`config.mk`:
```
export PLATFORM = sky130hd
export DESIGN_NAME = pmsf_status_flags
export DESIGN_NICKNAME = d
export VERILOG_FILES = /design/src/rtl/pmsf_pkg.sv /design/src/rtl/pmsf_sync_change.sv /design/src/rtl/pmsf_status_flags.sv
export SDC_FILE = /design/constraint.sdc
export NUM_CORES = 1
export LEC_CHECK = 0
export BUFFER_PORTS_ARGS = -buffer_cell sky130_fd_sc_hd__buf_4
export CELL_PAD_IN_SITES_DETAIL_PLACEMENT = 0
export CELL_PAD_IN_SITES_GLOBAL_PLACEMENT = 1
export CORE_AREA = 5 5 74 127
export CTS_BUF_LIST = sky130_fd_sc_hd__clkbuf_4 sky130_fd_sc_hd__clkbuf_8
export DETAILED_ROUTE_END_ITERATION = 6
export DIE_AREA = 0 0 79 132
export PLACE_DENSITY = 0.83
export SETUP_SLACK_MARGIN = 0.1
export SLEW_MARGIN = 0
export SYNTH_ARGS = -nofsm -noshare
export SYNTH_HDL_FRONTEND = slang
export SYNTH_SLANG_ARGS = --single-unit
```
`constraint.sdc`:
```
create_clock -name mclk -period 1.4 [get_ports mclk]
set_input_delay 0.14 -clock mclk [delete_from_list [all_inputs] [get_ports mclk]]
set_output_delay 0.14 -clock mclk [all_outputs]
set_load 0.05 [all_outputs]
```
`src/rtl/pmsf_pkg.sv`:
```
// Package: register map, field layout and constants of the status block
package pmsf_pkg;

    // ************************************************************
    // Register map
    // ************************************************************
    localparam int ADDR_W = 8;
    localparam int DATA_W = 8;
    localparam logic [7:0] OFS_CHG_LDO = 8'h03;
    localparam logic [7:0] OFS_BUCK_LOOP = 8'h04;
    localparam logic [7:0] OFS_BAT_BOOST = 8'h05;
    localparam logic [7:0] OFS_FLAGS = 8'h06;
    localparam logic [7:0] OFS_FLAG_MASK = 8'h0A;

    localparam logic [7:0] ZERO_BYTE = 8'h00;
    localparam logic [7:0] FLAG_RESET = 8'h00;
    localparam logic [7:0] MASK_RESET = 8'h00;

    // ************************************************************
    // Bit positions
    // ************************************************************
    localparam int B03_CHG_THERMAL = 7;
    localparam int B03_LIN_THERMAL = 5;
    localparam int B03_LIN2_UVLO = 4;
    localparam int B03_LIN1_UVLO = 3;

    localparam int B04_BB_FAULT = 7;
    localparam int B04_HARV_CMP = 6;
    localparam int B04_SYS_LIM = 5;
    localparam int B04_IN_VLIM = 4;
    localparam int B04_STEP = 3;
    localparam int B04_BUCK1 = 2;
    localparam int B04_BUCK2 = 1;
    localparam int B04_BUCK3 = 0;

    localparam int B05_BAT_GOOD = 7;
    localparam int B05_BAT_REG = 6;
    localparam int B05_BB_MIRROR = 5;

    localparam int B06_THM_ZONE = 7;
    localparam int B06_CHG_STATE = 6;
    localparam int B06_SINGLES_W = 6;

    // Overvoltage/valid pair that marks a good input
    localparam logic [1:0] GOOD_INPUT_PAIR = 2'h1;

    // ************************************************************
    // Watched vector: {zone[2:0], state[2:0], six single flags}
    // ************************************************************
    localparam int FIELD_W = 3;
    localparam int WATCH_W = 12;
    localparam int WATCH_ZONE_LSB = 9;
    localparam int WATCH_STATE_LSB = 6;
    localparam int WATCH_OVP = 4;
    localparam int WATCH_OK = 3;
    localparam int LIN_SW_W = 4;
    localparam int STAT_W = 18;

    // Synchroniser warm-up: stages plus history before changes count
    localparam int WARM_W = 3;

endpackage : pmsf_pkg

```
`src/rtl/pmsf_sync_change.sv`:
```
// Module: two-flop synchroniser with change detection per bit
`timescale 1ns/1ns
module pmsf_sync_change #(
    parameter int W = 1
) (
    input wire logic mclk,
    input wire logic nrst,
    input wire logic [W-1:0] rawIn,
    output logic [W-1:0] syncOut,
    output logic [W-1:0] changed
);

    logic [W-1:0] stage1_r;
    logic [W-1:0] stage2_r;
    logic [W-1:0] hist_r;
    logic [pmsf_pkg::WARM_W-1:0] warm_r;

    // ************************************************************
    // Synchroniser; stage1 feeds only stage2
    // ************************************************************
    always_ff @(posedge mclk or negedge nrst) begin
        if (!nrst) begin
            stage1_r <= '0;
            stage2_r <= '0;
            hist_r <= '0;
        end else begin
            stage1_r <= rawIn;
            stage2_r <= stage1_r;
            hist_r <= stage2_r;
        end
    end

    // No change counts until history holds real data, else every
    // input high at reset release would raise a false flag
    always_ff @(posedge mclk or negedge nrst) begin
        if (!nrst) begin
            warm_r <= '0;
        end else begin
            warm_r <= {warm_r[pmsf_pkg::WARM_W-2:0], 1'h1};
        end
    end

    assign syncOut = stage2_r;

    // ************************************************************
    // One pulse per settled transition
    // ************************************************************
    for (genvar i = 0; i < W; i++) begin : g_change
        assign changed[i] = warm_r[pmsf_pkg::WARM_W-1]
                            & (stage2_r[i] ^ hist_r[i]);
    end

endmodule : pmsf_sync_change

```
`src/rtl/pmsf_status_flags.sv`:
```
// Module: status registers, change flags, flag mask and interrupt
`timescale 1ns/1ns
// Notes on behaviour
// - 0x03 bit7 charger thermal shutdown, input present
// - 0x03 bit5 any linear/switch thermal shutdown
// - 0x03 bits4,3 second/first linear undervoltage
// - Buck-boost fault at 0x04 bit7, 0x05 bit5
// - 0x04 bit6 harvester compare, harvester enabled
// - 0x04 bit5 system rail limit, good charging
// - 0x04 bit4 input voltage limit, good input
// - 0x04 bit3 step charge, good charging
// - 0x04 bits2..0 buck one..three thermal
// - 0x05 bit7 battery good, one without input
// - 0x05 bit6 regulation reached, good charging, no rail limit
// - 0x06 bits7,6 zone and state changed
// - 0x06 bits5..0 single status changes
// - Overvoltage/valid pair 01 means good input
// - Interrupt only for flags with mask one
module pmsf_status_flags (
    input wire logic mclk,
    input wire logic nrst,
    input wire logic [7:0] regAddr,
    input wire logic regRead,
    input wire logic regWrite,
    input wire logic [7:0] regWdata,
    output logic [7:0] regRdata,
    output logic interrupt,
    input wire logic chargerEnable,
    input wire logic harvesterEnable,
    input wire logic chargerInput,
    input wire logic chargerThermalShutdown,
    input wire logic [3:0] linearSwitchThermalShutdown,
    input wire logic secondLinearUndervoltage,
    input wire logic firstLinearUndervoltage,
    input wire logic buckboostFault,
    input wire logic harvesterBatteryCompare,
    input wire logic systemRailChargeLimit,
    input wire logic inputVoltageLimitActive,
    input wire logic stepChargeActive,
    input wire logic buckOneThermalShutdown,
    input wire logic buckTwoThermalShutdown,
    input wire logic buckThreeThermalShutdown,
    input wire logic batteryAboveUndervoltage,
    input wire logic batteryRegulationReached,
    input wire logic [2:0] thermistorZone,
    input wire logic [2:0] chargerState,
    input wire logic inputCurrentLimited,
    input wire logic inputOvervoltage,
    input wire logic inputValid,
    input wire logic tempProfileShutdown,
    input wire logic tempProfileReduction,
    input wire logic chargeTimeout
);

    // ************************************************************
    // Decoding helpers
    // ************************************************************
    function automatic logic inputGood(input logic present,
                                       input logic ovp,
                                       input logic ok);
        inputGood = present && ({ovp, ok} == pmsf_pkg::GOOD_INPUT_PAIR);
    endfunction : inputGood

    function automatic logic hitAddr(input logic [7:0] addr,
                                     input logic [7:0] ofs);
        hitAddr = (addr == ofs);
    endfunction : hitAddr

    // ************************************************************
    // Synchronised inputs
    // ************************************************************
    logic [pmsf_pkg::STAT_W-1:0] statSync;
    logic [pmsf_pkg::WATCH_W-1:0] watchSync;
    logic [pmsf_pkg::WATCH_W-1:0] watchChanged;
    logic inS;
    logic chgThmS;
    logic [pmsf_pkg::LIN_SW_W-1:0] linThmS;
    logic lin2UvS;
    logic lin1UvS;
    logic bbFaultS;
    logic harvCmpS;
    logic sysLimS;
    logic inVLimS;
    logic stepS;
    logic buck1S;
    logic buck2S;
    logic buck3S;
    logic batUvS;
    logic batRegS;
    logic ovpS;
    logic okS;

    pmsf_sync_change #(.W(pmsf_pkg::STAT_W)) u_stat_sync (
        .mclk(mclk),
        .nrst(nrst),
        .rawIn({chargerInput, chargerThermalShutdown,
                linearSwitchThermalShutdown, secondLinearUndervoltage,
                firstLinearUndervoltage, buckboostFault,
                harvesterBatteryCompare, systemRailChargeLimit,
                inputVoltageLimitActive, stepChargeActive,
                buckOneThermalShutdown, buckTwoThermalShutdown,
                buckThreeThermalShutdown, batteryAboveUndervoltage,
                batteryRegulationReached}),
        .syncOut(statSync),
        .changed()
    );

    assign {inS, chgThmS, linThmS, lin2UvS, lin1UvS, bbFaultS, harvCmpS,
            sysLimS, inVLimS, stepS, buck1S, buck2S, buck3S, batUvS,
            batRegS} = statSync;

    pmsf_sync_change #(.W(pmsf_pkg::WATCH_W)) u_watch_sync (
        .mclk(mclk),
        .nrst(nrst),
        .rawIn({thermistorZone, chargerState, inputCurrentLimited,
                inputOvervoltage, inputValid, tempProfileShutdown,
                tempProfileReduction, chargeTimeout}),
        .syncOut(watchSync),
        .changed(watchChanged)
    );

    // Pair taken from the watched copy so flags and status agree
    assign ovpS = watchSync[pmsf_pkg::WATCH_OVP];
    assign okS = watchSync[pmsf_pkg::WATCH_OK];

    // ************************************************************
    // Status register contents
    // ************************************************************
    logic goodIn;
    logic chgOn;
    logic sysLimQ;
    logic [7:0] st03;
    logic [7:0] st04;
    logic [7:0] st05;

    assign goodIn = inputGood(inS, ovpS, okS);
    assign chgOn = goodIn && chargerEnable;
    assign sysLimQ = sysLimS && chgOn;

    // Bits outside their validity window read zero rather than noise
    always_comb begin
        st03 = pmsf_pkg::ZERO_BYTE;
        st03[pmsf_pkg::B03_CHG_THERMAL] = chgThmS && inS;
        st03[pmsf_pkg::B03_LIN_THERMAL] = |linThmS;
        st03[pmsf_pkg::B03_LIN2_UVLO] = lin2UvS;
        st03[pmsf_pkg::B03_LIN1_UVLO] = lin1UvS;
    end

    always_comb begin
        st04 = pmsf_pkg::ZERO_BYTE;
        st04[pmsf_pkg::B04_BB_FAULT] = bbFaultS;
        st04[pmsf_pkg::B04_HARV_CMP] = harvCmpS && harvesterEnable;
        st04[pmsf_pkg::B04_SYS_LIM] = sysLimQ;
        st04[pmsf_pkg::B04_IN_VLIM] = inVLimS && goodIn;
        st04[pmsf_pkg::B04_STEP] = stepS && chgOn;
        st04[pmsf_pkg::B04_BUCK1] = buck1S;
        st04[pmsf_pkg::B04_BUCK2] = buck2S;
        st04[pmsf_pkg::B04_BUCK3] = buck3S;
    end

    always_comb begin
        st05 = pmsf_pkg::ZERO_BYTE;
        st05[pmsf_pkg::B05_BAT_GOOD] = !inS || batUvS;
        st05[pmsf_pkg::B05_BAT_REG] = batRegS && chgOn && !sysLimQ;
        st05[pmsf_pkg::B05_BB_MIRROR] = bbFaultS;
    end

    // ************************************************************
    // Change flags, mask and interrupt
    // ************************************************************
    logic [7:0] flags_r;
    logic [7:0] flags_nxt;
    logic [7:0] flagSet;
    logic [7:0] flagClr;
    logic [7:0] mask_r;
    logic irq_r;

    logic zoneChg;
    logic stateChg;

    // Any bit of a three-bit field moving raises that field's one flag
    assign zoneChg = |watchChanged[pmsf_pkg::WATCH_ZONE_LSB +:
                                   pmsf_pkg::FIELD_W];
    assign stateChg = |watchChanged[pmsf_pkg::WATCH_STATE_LSB +:
                                    pmsf_pkg::FIELD_W];

    always_comb begin
        flagSet = pmsf_pkg::ZERO_BYTE;
        flagSet[pmsf_pkg::B06_THM_ZONE] = zoneChg;
        flagSet[pmsf_pkg::B06_CHG_STATE] = stateChg;
        flagSet[pmsf_pkg::B06_SINGLES_W-1:0] =
            watchChanged[pmsf_pkg::B06_SINGLES_W-1:0];
    end

    // Write one to clear; a change in the same cycle keeps the flag
    assign flagClr = (regWrite && hitAddr(regAddr, pmsf_pkg::OFS_FLAGS))
                     ? regWdata : pmsf_pkg::ZERO_BYTE;
    assign flags_nxt = (flags_r & ~flagClr) | flagSet;

    always_ff @(posedge mclk or negedge nrst) begin
        if (!nrst) begin
            flags_r <= pmsf_pkg::FLAG_RESET;
        end else begin
            flags_r <= flags_nxt;
        end
    end

    always_ff @(posedge mclk or negedge nrst) begin
        if (!nrst) begin
            mask_r <= pmsf_pkg::MASK_RESET;
        end else if (regWrite
                     && hitAddr(regAddr, pmsf_pkg::OFS_FLAG_MASK)) begin
            mask_r <= regWdata;
        end
    end

    always_ff @(posedge mclk or negedge nrst) begin
        if (!nrst) begin
            irq_r <= 1'h0;
        end else begin
            irq_r <= |(flags_r & mask_r);
        end
    end

    // ************************************************************
    // Read port: data appears one edge after the read strobe
    // ************************************************************
    logic [7:0] regRdata_r;

    always_ff @(posedge mclk or negedge nrst) begin
        if (!nrst) begin
            regRdata_r <= pmsf_pkg::ZERO_BYTE;
        end else if (regRead) begin
            case (regAddr)
                pmsf_pkg::OFS_CHG_LDO: begin
                    regRdata_r <= st03;
                end
                pmsf_pkg::OFS_BUCK_LOOP: begin
                    regRdata_r <= st04;
                end
                pmsf_pkg::OFS_BAT_BOOST: begin
                    regRdata_r <= st05;
                end
                pmsf_pkg::OFS_FLAGS: begin
                    regRdata_r <= flags_r;
                end
                pmsf_pkg::OFS_FLAG_MASK: begin
                    regRdata_r <= mask_r;
                end
                default: begin
                    regRdata_r <= pmsf_pkg::ZERO_BYTE;
                end
            endcase
        end
    end

    assign regRdata = regRdata_r;
    assign interrupt = irq_r;

endmodule : pmsf_status_flags

```
==> results of run 1 <==
==> worst max-delay path by stage <==
stage                     slack [ns]                              start                       to  cells after the start
after CTS                      0.009  u_stat_sync.syncOut[14]$_DFF_PN0_  regRdata[5]$_DFFE_PN0P_                      4
after detailed placement       -0.14                         regAddr[7]  regRdata[1]$_DFFE_PN0P_                      5
after global placement         -0.07                         regAddr[7]  regRdata[1]$_DFFE_PN0P_                      5
after global routing           -0.03  u_stat_sync.syncOut[13]$_DFF_PN0_  regRdata[5]$_DFFE_PN0P_                      4
final                           0.03  u_stat_sync.syncOut[13]$_DFF_PN0_  regRdata[5]$_DFFE_PN0P_                      4
after floorplan                 0.10  u_stat_sync.syncOut[14]$_DFF_PN0_  regRdata[5]$_DFFE_PN0P_                      4
==> cell type report <==
| cell class | count | area, um^2 |
|---|---|---|
| Multi-Input combinational cell | 111 | 883 |
| Inverter | 2 | 7.51 |
| Clock inverter | 3 | 43.8 |
| Tap cell | 92 | 115 |
| Fill cell | 663 | 3540 |
| Timing Repair Buffer | 110 | 938 |
| Clock buffer | 13 | 173 |
| Sequential cell | 100 | 2500 |
==> power groups by stage <==
stage | logic (uW) | registers [uW] | clock network, uW
after global placement | 417 | 3130 | 0
after detailed placement | 426 | 3140 | 0
after global routing | 555 | 3100 | 2040
after floorplan | 121 | 3160 | 0
final | 508 | 3080 | 1890
after CTS | 506 | 3080 | 1960
==> layout by cell type (no fill, tap or decap), types with 2 or more instances in the layout <==
cell / instances
a211oi_1: 2
a21oi_1: 3
a22o_1: 11
a22oi_1: 7
a31oi_1: 3
and2_1: 3
buf_12: 2
buf_4: 73
clkbuf_8: 12
dfrtp_1: 100
dlygate4sd3_1: 35
inv_1: 2
mux2_2: 9
nand2_1: 14
nand2b_1: 2
nand3_1: 5
nand3b_1: 4
nand4_1: 2
nor2_1: 2
nor2b_1: 4
nor4_4: 2
o22ai_1: 2
o2bb2ai_1: 5
or4_4: 2
xnor2_1: 6
xor2_1: 6
==> state kept, by name, indices dropped and copies added, names as in the netlist <==
signal,cells
u_stat_sync.syncOut,18
interrupt,1
u_watch_sync.syncOut,12
flags_r,8
u_stat_sync.stage1_r,18
mask_r,8
u_watch_sync.stage1_r,12
regRdata,8
u_watch_sync.warm_r,3
u_watch_sync.hist_r,12
==> cell families (layout without fill, tap and decap cells) <==
kind of cell           Yosys count  in the layout
AO/OA/AOI/OAI                   40             40
XOR/XNOR                        12             12
buffers and inverters            8            128
AND/OR/NAND/NOR                 49             49
other                            1              1
multiplexers                     9              9
flip-flops                     100            100
==> critical path: cells and delay by family (launching register included) <==
kind               cells  cell delay, ns
DFF                    1            0.37
and+or+nand+nor        2            0.61
AOI/OAI and AO/OA      2            0.30
==> layer usage <==
metal	up-vias	track usage, %	share of wire (%)
li1	1017	-	-
met1	1082	15.4	35
met2	55	25.7	56
met3	21	2.33	4.2
met4	0	11.9	4.6
met5	-	0	0
==> per-stage QoR <==
step	setup TNS, ns	power [uW]
floorplan	0	3280
global placement	-0.249	3550
detailed placement	-0.687	3560
CTS	0	5550
global route	-0.0264	5690
finish	0	5480
==> what timing repair did <==
action                                  4_1_cts  5_1_grt
setup buffers                                 0        0
endpoints found under the setup margin        2        4
pin swaps                                     0        1
endpoints found under the hold margin        61        0
hold buffers                                 35        0
resized for setup                             2        6
==> impl_metrics.csv, run 1 <==
group,metric,value,unit
status,status,"complete, no violations",
power_and_ir_drop,p_int,4280,uW
worst_setup_path,slowest_stage,"or4_4",
synth,yosys.area.top_type,"dfrtp_1",
placed_design,place_inst,380,
timing,slew_violations,0,
floorplanning,die_x,79,um
synth,synth_top_family_by_area,"simple AND/OR/NAND/NOR gates",
route,ant_nets,0,
route,drc,0,
final_layout,design_area,4660,um^2
synth,ys_types,42,
synth,synthXorXnorAreaFrac,3.11,%
timing,hold_ws,0.0206,ns
global_route,grt_pass1_wl,11500,um
hold_path,holdPathStages,2,
worst_setup_path,reg2regPathDepth,4,
synth,synth_top_cells_by_area,"dfrtp_1 74%, mux2_2 3.0%, a22o_1 2.9%, a22oi_1 1.6%, nand2_1 1.6%",
worst_setup_path,endpoint_kind,"register",
power_and_ir_drop,p_per_area,1170,nW/um^2
power_and_ir_drop,leakage,0.00209,uW
route,routedWlPerCell,16.3,um
hold_path,hold_class,"input pin to register",
final_layout,area_delta_synth_final,38.1,%
floorplanning,rows,44,
synth,synth_most_common_cell,"dfrtp_1",
global_route,grt_use_total,14.8,%
clock_tree,clkLatencyLatePin,0.36,ns
worst_setup_path,crit_arrival,1.63,ns
synth,synth_warnings,0,
power_and_ir_drop,ir_drop,0.000656,V
worst_setup_path,cp_max_fo,1,
power_and_ir_drop,pwr-share-clk,34.5,%
clock_tree,htree_levels,3,
clock_tree,cts_tree,"done",
final_layout,final_cells,431,
timing,finalWorstSetupSlack,0.0267,ns
final_layout,drive_above_1_share,32.7,%
timing,fin_crit_sh,98.1,%
final_layout,utilization,56.8,%
synth,yosys-top-cells-count,"100 x dfrtp_1, 14 x nand2_1, 11 x a22o_1, 9 x mux2_2, 7 x a22oi_1",
synth,async_flop_share,100,%
clock_tree,cts_sinks,100,
synth,synth_edf_count,0,
final_layout,finish.net_count,386,
synth,syn_area,3380,um^2
placed_design,place_congestion,0.864,
placed_design,dpl_worst_slack,-0.144,ns
floorplanning,core,8200,um^2
synth,synth-compound-area-share,9.19,%
clock_tree,root_buffer,"clkbuf_8",
clock_tree,clockBufferDepth,2,
synth,synth_top_cell_area_share,74.1,%
final_layout,n_antenna_cell,0,
route,viasPerCell,5.05,
run,maxCapViolations,0,
placed_design,hpwl,5040,um
power_and_ir_drop,p_seq_share,56.2,%
floorplanning,ios,61,
placed_design,port_buffers,60,
worst_setup_path,cp_slowest_stage_delay,0.54,ns
worst_setup_path,r2r-start,"u_stat_sync.syncOut[13]$_DFF_PN0_",
hold_path,min_from,"regWdata[4]",
floorplanning,die_h,132,um
timing,hold_viol_final,0,
timing,skew,0.0125,ns
timing,rsz0062_at_grt,"true",
worst_setup_path,worst-r2r-setup-slack,0.03,ns
worst_setup_path,critPathKind,"register to register",
timing,fin_crit,1.37,ns
power_and_ir_drop,power.share.combinational,9.3,%
synth,syn-instance-count,219,
synth,synth-simple-area-share,9.45,%
synth,syn_area_per_cell,15.4,um^2
route,vias,2175,
global_route,grt_max_degree,33,
route,first_pass_iters,4,
placed_design,dpl_cell_area,4050,um^2
global_route,grt_pass1_vias,2383,
synth,muxShareOfSynthArea,3.00,%
global_route,antenna_found_initial,0,
timing,setup_viol,0,
floorplanning,initial_core_util,41.2,%
power_and_ir_drop,swShare,21.9,%
route,drtIter0Drc,86,
power_and_ir_drop,switchingPower,1200,uW
synth,synth.ff_latch_count,100,
hold_path,hold_end,"mask_r[4]$_DFFE_PN0P_",
global_route,grt.overflow.total,0,
worst_setup_path,required,1.65,ns
synth,synth_fa_ha_area_share,0,%
clock_tree,cts_buffers,9,
synth,ys_seq_area_share,74.1,%
synth,synth_nets,271,
worst_setup_path,worstPathCellList,"or4_4 > nand3_2 > a211oi_1 > a211o_1",
synth,yosys_most_used_dff,"dfrtp_1",
worst_setup_path,crit_path_start_kind,"register",
clock_tree,clk_pin_slew,0.09,ns
floorplanning,die_area,10400,um^2
worst_setup_path,worstReg2RegEnd,"regRdata[5]$_DFFE_PN0P_",
route,routed_wl,7010,um
timing,fmax,0.728,GHz
Note: power is estimated with default switching activity, not from simulation.
==> run 2, diff against run 1 <==
Settings changed: CORE_AREA 5 5 74 127 to 5 5 69 117, DIE_AREA 0 0 79 132 to 0 0 74 122, PLACE_DENSITY 0.83 to 0.91.
Clock period 1.4 ns to 1.7 ns, I/O delays scaled along.
==> impl_metrics.csv, run 2 (synthesized netlist as in run 1, its figures left out) <==
group,metric,value,unit
placed_design,port_buffers,60,
power_and_ir_drop,p_per_area,1010,nW/um^2
placed_design,place_inst,364,
worst_setup_path,worst-r2r-setup-slack,0.29,ns
worst_setup_path,endpoint_kind,"register",
route,viasPerCell,5.11,
timing,hold_ws,0.0593,ns
floorplanning,rows,41,
global_route,grt.overflow.total,0,
final_layout,utilization,62.9,%
floorplanning,die_x,74,um
global_route,grt_pass1_wl,10900,um
final_layout,n_antenna_cell,0,
floorplanning,core,7130,um^2
global_route,grt_use_total,16.6,%
timing,finalWorstSetupSlack,0.290,ns
final_layout,final_cells,409,
worst_setup_path,crit_arrival,1.65,ns
worst_setup_path,critPathTopFamily,"simple AND/OR/NAND/NOR gates",
timing,rsz0062_at_grt,"false",
final_layout,mostFrequentLayoutCell,"dfrtp_1",
route,drc,0,
worst_setup_path,critPathBufInv,0,
clock_tree,clkLatencyLatePin,0.35,ns
clock_tree,htree_levels,3,
floorplanning,die_area,9030,um^2
placed_design,place_congestion,0.816,
placed_design,dpl_worst_slack,0.108,ns
power_and_ir_drop,ir_drop,0.000703,V
hold_path,hold_class,"input pin to register",
clock_tree,root_buffer,"clkbuf_8",
global_route,antenna_found_initial,0,
worst_setup_path,cp_max_fo,1,
global_route,grt_max_degree,49,
timing,slew_violations,0,
route,routed_wl,6560,um
floorplanning,initial_core_util,47.3,%
run,maxCapViolations,0,
floorplanning,ios,61,
worst_setup_path,cp_slowest_stage_delay,0.52,ns
route,ant_nets,0,
clock_tree,clk_pin_slew,0.09,ns
final_layout,drive_above_1_share,28.8,%
timing,setup_viol,0,
route,routedWlPerCell,16.0,um
timing,fin_crit,1.41,ns
placed_design,hpwl,4710,um
route,vias,2090,
worst_setup_path,slowest_stage,"or4_1",
clock_tree,cts_sinks,100,
clock_tree,cts_tree,"done",
final_layout,finish.net_count,372,
timing,skew,0.0118,ns
timing,hold_viol_final,0,
timing,fin_crit_sh,82.9,%
timing,tns,0,ns
route,first_pass_iters,4,
global_route,grt_pass1_vias,2268,
clock_tree,cts_buffers,9,
final_layout,area_delta_synth_final,32.9,%
worst_setup_path,crit_path_start_kind,"register",
clock_tree,clockBufferDepth,2,
power_and_ir_drop,leakage,0.00201,uW
timing,fmax,0.709,GHz
clock_tree,post_cts_buffers,0,
worst_setup_path,critPathKind,"register to register",
worst_setup_path,required,1.94,ns
status,status,"complete, no violations",
floorplanning,die_h,122,um
final_layout,final_cell_mix,"100 x dfrtp_1, 64 x buf_4, 31 x dlygate4sd3_1",
worst_setup_path,worstPathCellList,"or4_1 > nand3_1 > a211oi_1 > a211o_1",
route,drtIter0Drc,157,
[run 2: cell count changes in the layout (fill, tap and decap cells not counted), sizes merged]
cell,previous run,this run
buf,75,65
dlygate4sd3,35,31
clkinv,2,0
bufinv,1,2
clkbuf,13,12
[run 2: final cells by class]
class | count | area, um^2
clock buffer | 12 | 153
clock inverter | 2 | 60.1
fill | 544 | 2640
inverter | 2 | 7.51
multi-input combinational | 111 | 846
sequential | 100 | 2500
tap | 86 | 108
timing repair buffer | 96 | 811
[run 2: power breakdown]
part           switching, uW  internal, uW
Clock                    711           887
Sequential              50.0          2490
Combinational            185           200
[run 2: repair_timing]
item	in CTS	in global routing
hold endpoints to repair	58	0
hold buffers	31	0
gates resized for setup	0	1
endpoints found under the setup margin	0	1
[run 2: routing by layer]
metal	global-route usage [%]	part of all wire, %	vias up
li1	-	-	984
met1	18.8	36	1016
met2	26.9	54	64
met3	4.62	5.2	26
met4	10.8	4.8	0
met5	0	0	-
[run 2: final timing paths]
check | cells after the start | to | startpoint
setup reg to reg | 4 | regRdata[5]$_DFFE_PN0P_ | u_stat_sync.syncOut[13]$_DFF_PN0_
min in group asynchronous | 2 | u_stat_sync.stage1_r[3]$_DFF_PN0_ | nrst
max in group asynchronous | 3 | u_watch_sync.hist_r[8]$_DFF_PN0_ | nrst
hold reg to reg | 0 | u_watch_sync.syncOut[1]$_DFF_PN0_ | u_watch_sync.stage1_r[1]$_DFF_PN0_
hold / removal | 2 | mask_r[5]$_DFFE_PN0P_ | regWdata[5]
setup / recovery | 4 | regRdata[5]$_DFFE_PN0P_ | u_stat_sync.syncOut[13]$_DFF_PN0_
[run 2: per-stage QoR]
stage / area, um^2 / power (uW)
2_1_floorplan: 3380 / 2700
3_3_place_gp: 3960 / 2910
3_5_place_dp: 3960 / 2920
4_1_cts: 4480 / 4570
5_1_grt: 4490 / 4720
6_report: 4490 / 4520
[run 2: worst reg2reg max path, cell delays in order (launching register included)]
cell and delay, ns:
dfrtp_1 0.36, or4_1 0.52, nand3_1 0.10, a211oi_1 0.07, a211o_1 0.27
==> run 3, diff against run 2 <==
Settings changed: ABC_AREA set to 1, CORE_AREA 5 5 69 117 to 5 5 76 130, DIE_AREA 0 0 74 122 to 0 0 81 135, PLACE_DENSITY 0.91 to 0.84.
Clock period 1.7 ns to 1.2 ns, I/O delays scaled along.
==> impl_metrics.csv, run 3 <==
group,metric,value,unit
status,status,"complete, no violations",
final_layout,utilization,55.5,%
global_route,grt_pass1_wl,11700,um
final_layout,area_delta_synth_final,38.7,%
synth,ys_types,27,
route,drc,0,
run,maxCapViolations,0,
placed_design,dpl_cell_area,4150,um^2
clock_tree,root_buffer,"clkbuf_8",
worst_setup_path,endpoint_kind,"register",
final_layout,ff_latch_area,2500,um^2
final_layout,multi_input_area,863,um^2
worst_setup_path,critPathKind,"register to register",
timing,slew_violations,0,
worst_setup_path,crit_arrival,1.38,ns
timing,hold_viol_final,0,
global_route,grt_pass1_vias,2480,
synth,async_flop_share,100,%
route,drtIter0Drc,95,
clock_tree,cts_buffers,9,
worst_setup_path,critPathTopFamily,"simple AND/OR/NAND/NOR gates",
final_layout,drive_above_1_share,25.5,%
worst_setup_path,worst-r2r-setup-slack,0.12,ns
floorplanning,die_x,81,um
timing,setup_viol,0,
timing,skew,0.0126,ns
route,vias,2391,
clock_tree,cts_tree,"done",
global_route,grtUsageMet1,15.0,%
worst_setup_path,required,1.50,ns
synth,synth_most_common_cell,"dfrtp_1",
power_and_ir_drop,ir_drop,0.00123,V
floorplanning,die_area,10900,um^2
synth,yosys.area.top_type,"dfrtp_1",
synth,syn_area,3470,um^2
final_layout,design_area,4810,um^2
final_layout,finish.net_count,471,
placed_design,port_buffers,60,
floorplanning,initial_core_util,40.0,%
clock_tree,clockBufferDepth,2,
final_layout,mostFrequentLayoutCell,"dfrtp_1",
clock_tree,clkLatencyLatePin,0.36,ns
route,ant_nets,0,
route,first_pass_iters,4,
global_route,antenna_found_initial,0,
route,routedWlPerCell,13.2,um
clock_tree,clk_pin_slew,0.09,ns
synth,synth_nets,358,
clock_tree,cts_sinks,100,
global_route,grtUsageMet2,25.5,%
global_route,grt-busiest-layer,"met2",
floorplanning,rows,45,
clock_tree,htree_levels,3,
floorplanning,core,8670,um^2
synth,synth_edf_count,0,
placed_design,place_congestion,0.882,
worst_setup_path,cp_max_fo,2,
floorplanning,ios,61,
timing,hold_ws,0.0625,ns
synth,synth_top_cells_by_area,"dfrtp_1 72%, nand2_1 8.3%, nand3_1 5.6%, inv_1 2.4%, nor2_1 2.2%",
hold_path,hold_class,"input pin to register",
floorplanning,die_h,135,um
final_layout,final_cell_mix,"100 x dfrtp_1, 77 x nand2_1, 59 x buf_4",
placed_design,place_inst,484,
final_layout,final_cells,541,
placed_design,hpwl,5120,um
synth,synth_top_cell_area_share,72.2,%
worst_setup_path,cp_slowest_stage_delay,0.39,ns
worst_setup_path,crit_path_start_kind,"register",
route,viasPerCell,4.42,
timing,rsz0062_at_grt,"true",
worst_setup_path,worstPathCellList,"inv_1 > nand4_1 > inv_2 > nand3_2 > nand3_2 > nor2_1 > nor2_1",
global_route,grtUsageMet3,3.81,%
synth,syn-instance-count,306,
power_and_ir_drop,p_per_area,1320,nW/um^2
global_route,grt.overflow.total,0,
timing,fin_crit_sh,90.2,%
synth,synth.ff_latch_count,100,
route,routed_wl,7120,um
global_route,grt_max_degree,33,
power_and_ir_drop,leakage,0.00232,uW
synth,synth_warnings,0,
worst_setup_path,slowest_stage,"dfrtp_1",
synth,yosys_most_used_dff,"dfrtp_1",
timing,fin_crit,1.08,ns
timing,finalWorstSetupSlack,0.118,ns
final_layout,fillCellCount,772,
timing,fmax,0.924,GHz
synth,yosys-top-cells-count,"100 x dfrtp_1, 77 x nand2_1, 39 x nand3_1, 22 x inv_1, 20 x nor2_1",
synth,ys_seq_area_share,72.2,%
global_route,grt_use_total,14.5,%
worst_setup_path,critPathBufInv,2,
placed_design,dpl_worst_slack,-0.0623,ns
synth,syn_area_per_cell,11.3,um^2
final_layout,n_antenna_cell,0,
[run 3: cells by family after synthesis]
logic type                count (synthesis)  share of synthesized area, %
other                                     1                         0.108
xor gates and xnor gates                  6                          1.52
and+or+nand+nor                         156                          20.1
buffers and inverters                    30                          3.72
AOI/OAI and AO/OA                        13                          2.45
DFF                                     100                          72.2
[run 3: path summary, 6_finish.rpt]
check	start	cells past startpoint	to
max in group asynchronous	nrst	3	u_watch_sync.syncOut[9]$_DFF_PN0_
hold reg to reg	u_watch_sync.stage1_r[2]$_DFF_PN0_	0	u_watch_sync.syncOut[2]$_DFF_PN0_
setup / recovery	u_watch_sync.syncOut[4]$_DFF_PN0_	7	regRdata[5]$_DFFE_PN0P_
min in group asynchronous	nrst	2	u_stat_sync.stage1_r[14]$_DFF_PN0_
hold / removal	regRead	3	regRdata[0]$_DFFE_PN0P_
setup reg to reg	u_watch_sync.syncOut[4]$_DFF_PN0_	7	regRdata[5]$_DFFE_PN0P_
[run 3: stage by stage]
stage / power (uW) / TNS (ns)
5_1_grt: 6630 / 0
3_3_place_gp: 4090 / -0.0277
2_1_floorplan: 3810 / 0
4_1_cts: 6410 / 0
6_report: 6340 / 0
3_5_place_dp: 4110 / -0.0817
[run 3: cell type report]
| type | instances | area share, % |
|---|---|---|
| Sequential cell | 100 | 52.0 |
| Timing Repair Buffer | 109 | 20.8 |
| Multi-Input combinational cell | 176 | 17.9 |
| Clock buffer | 13 | 3.46 |
| Tap cell | 117 | 3.04 |
| Inverter | 23 | 1.79 |
| Clock inverter | 3 | 0.936 |
[run 3: worst min-delay path, delay by kind of cell]
family	cells	cell delay (ns)
and+or+nand+nor	2	0.11
buffers and inverters	1	0.16
[run 3: power breakdown]
| part | switching, uW | leakage (uW) | internal [uW] | total [uW] |
|---|---|---|---|---|
| combinational | 253 | 0.00108 | 294 | 547 |
| sequential | 78.5 | 0.00113 | 3530 | 3600 |
| clock | 1060 | 0.000103 | 1130 | 2190 |
| total | 1400 | 0.00232 | 4950 | 6340 |
[run 3: routing by layer]
layer	share of wire [%]	wire length (um)
met1	35	2470
met4	3.9	278
met5	0	0
met2	56	4020
met3	4.9	351
[run 3: timing repair]
item,CTS,global route
pin swaps,1,1
gates resized for setup,2,10
hold buffers,39,0
setup endpoints to repair,1,12
buffers inserted,2,0
hold endpoints to repair,67,0
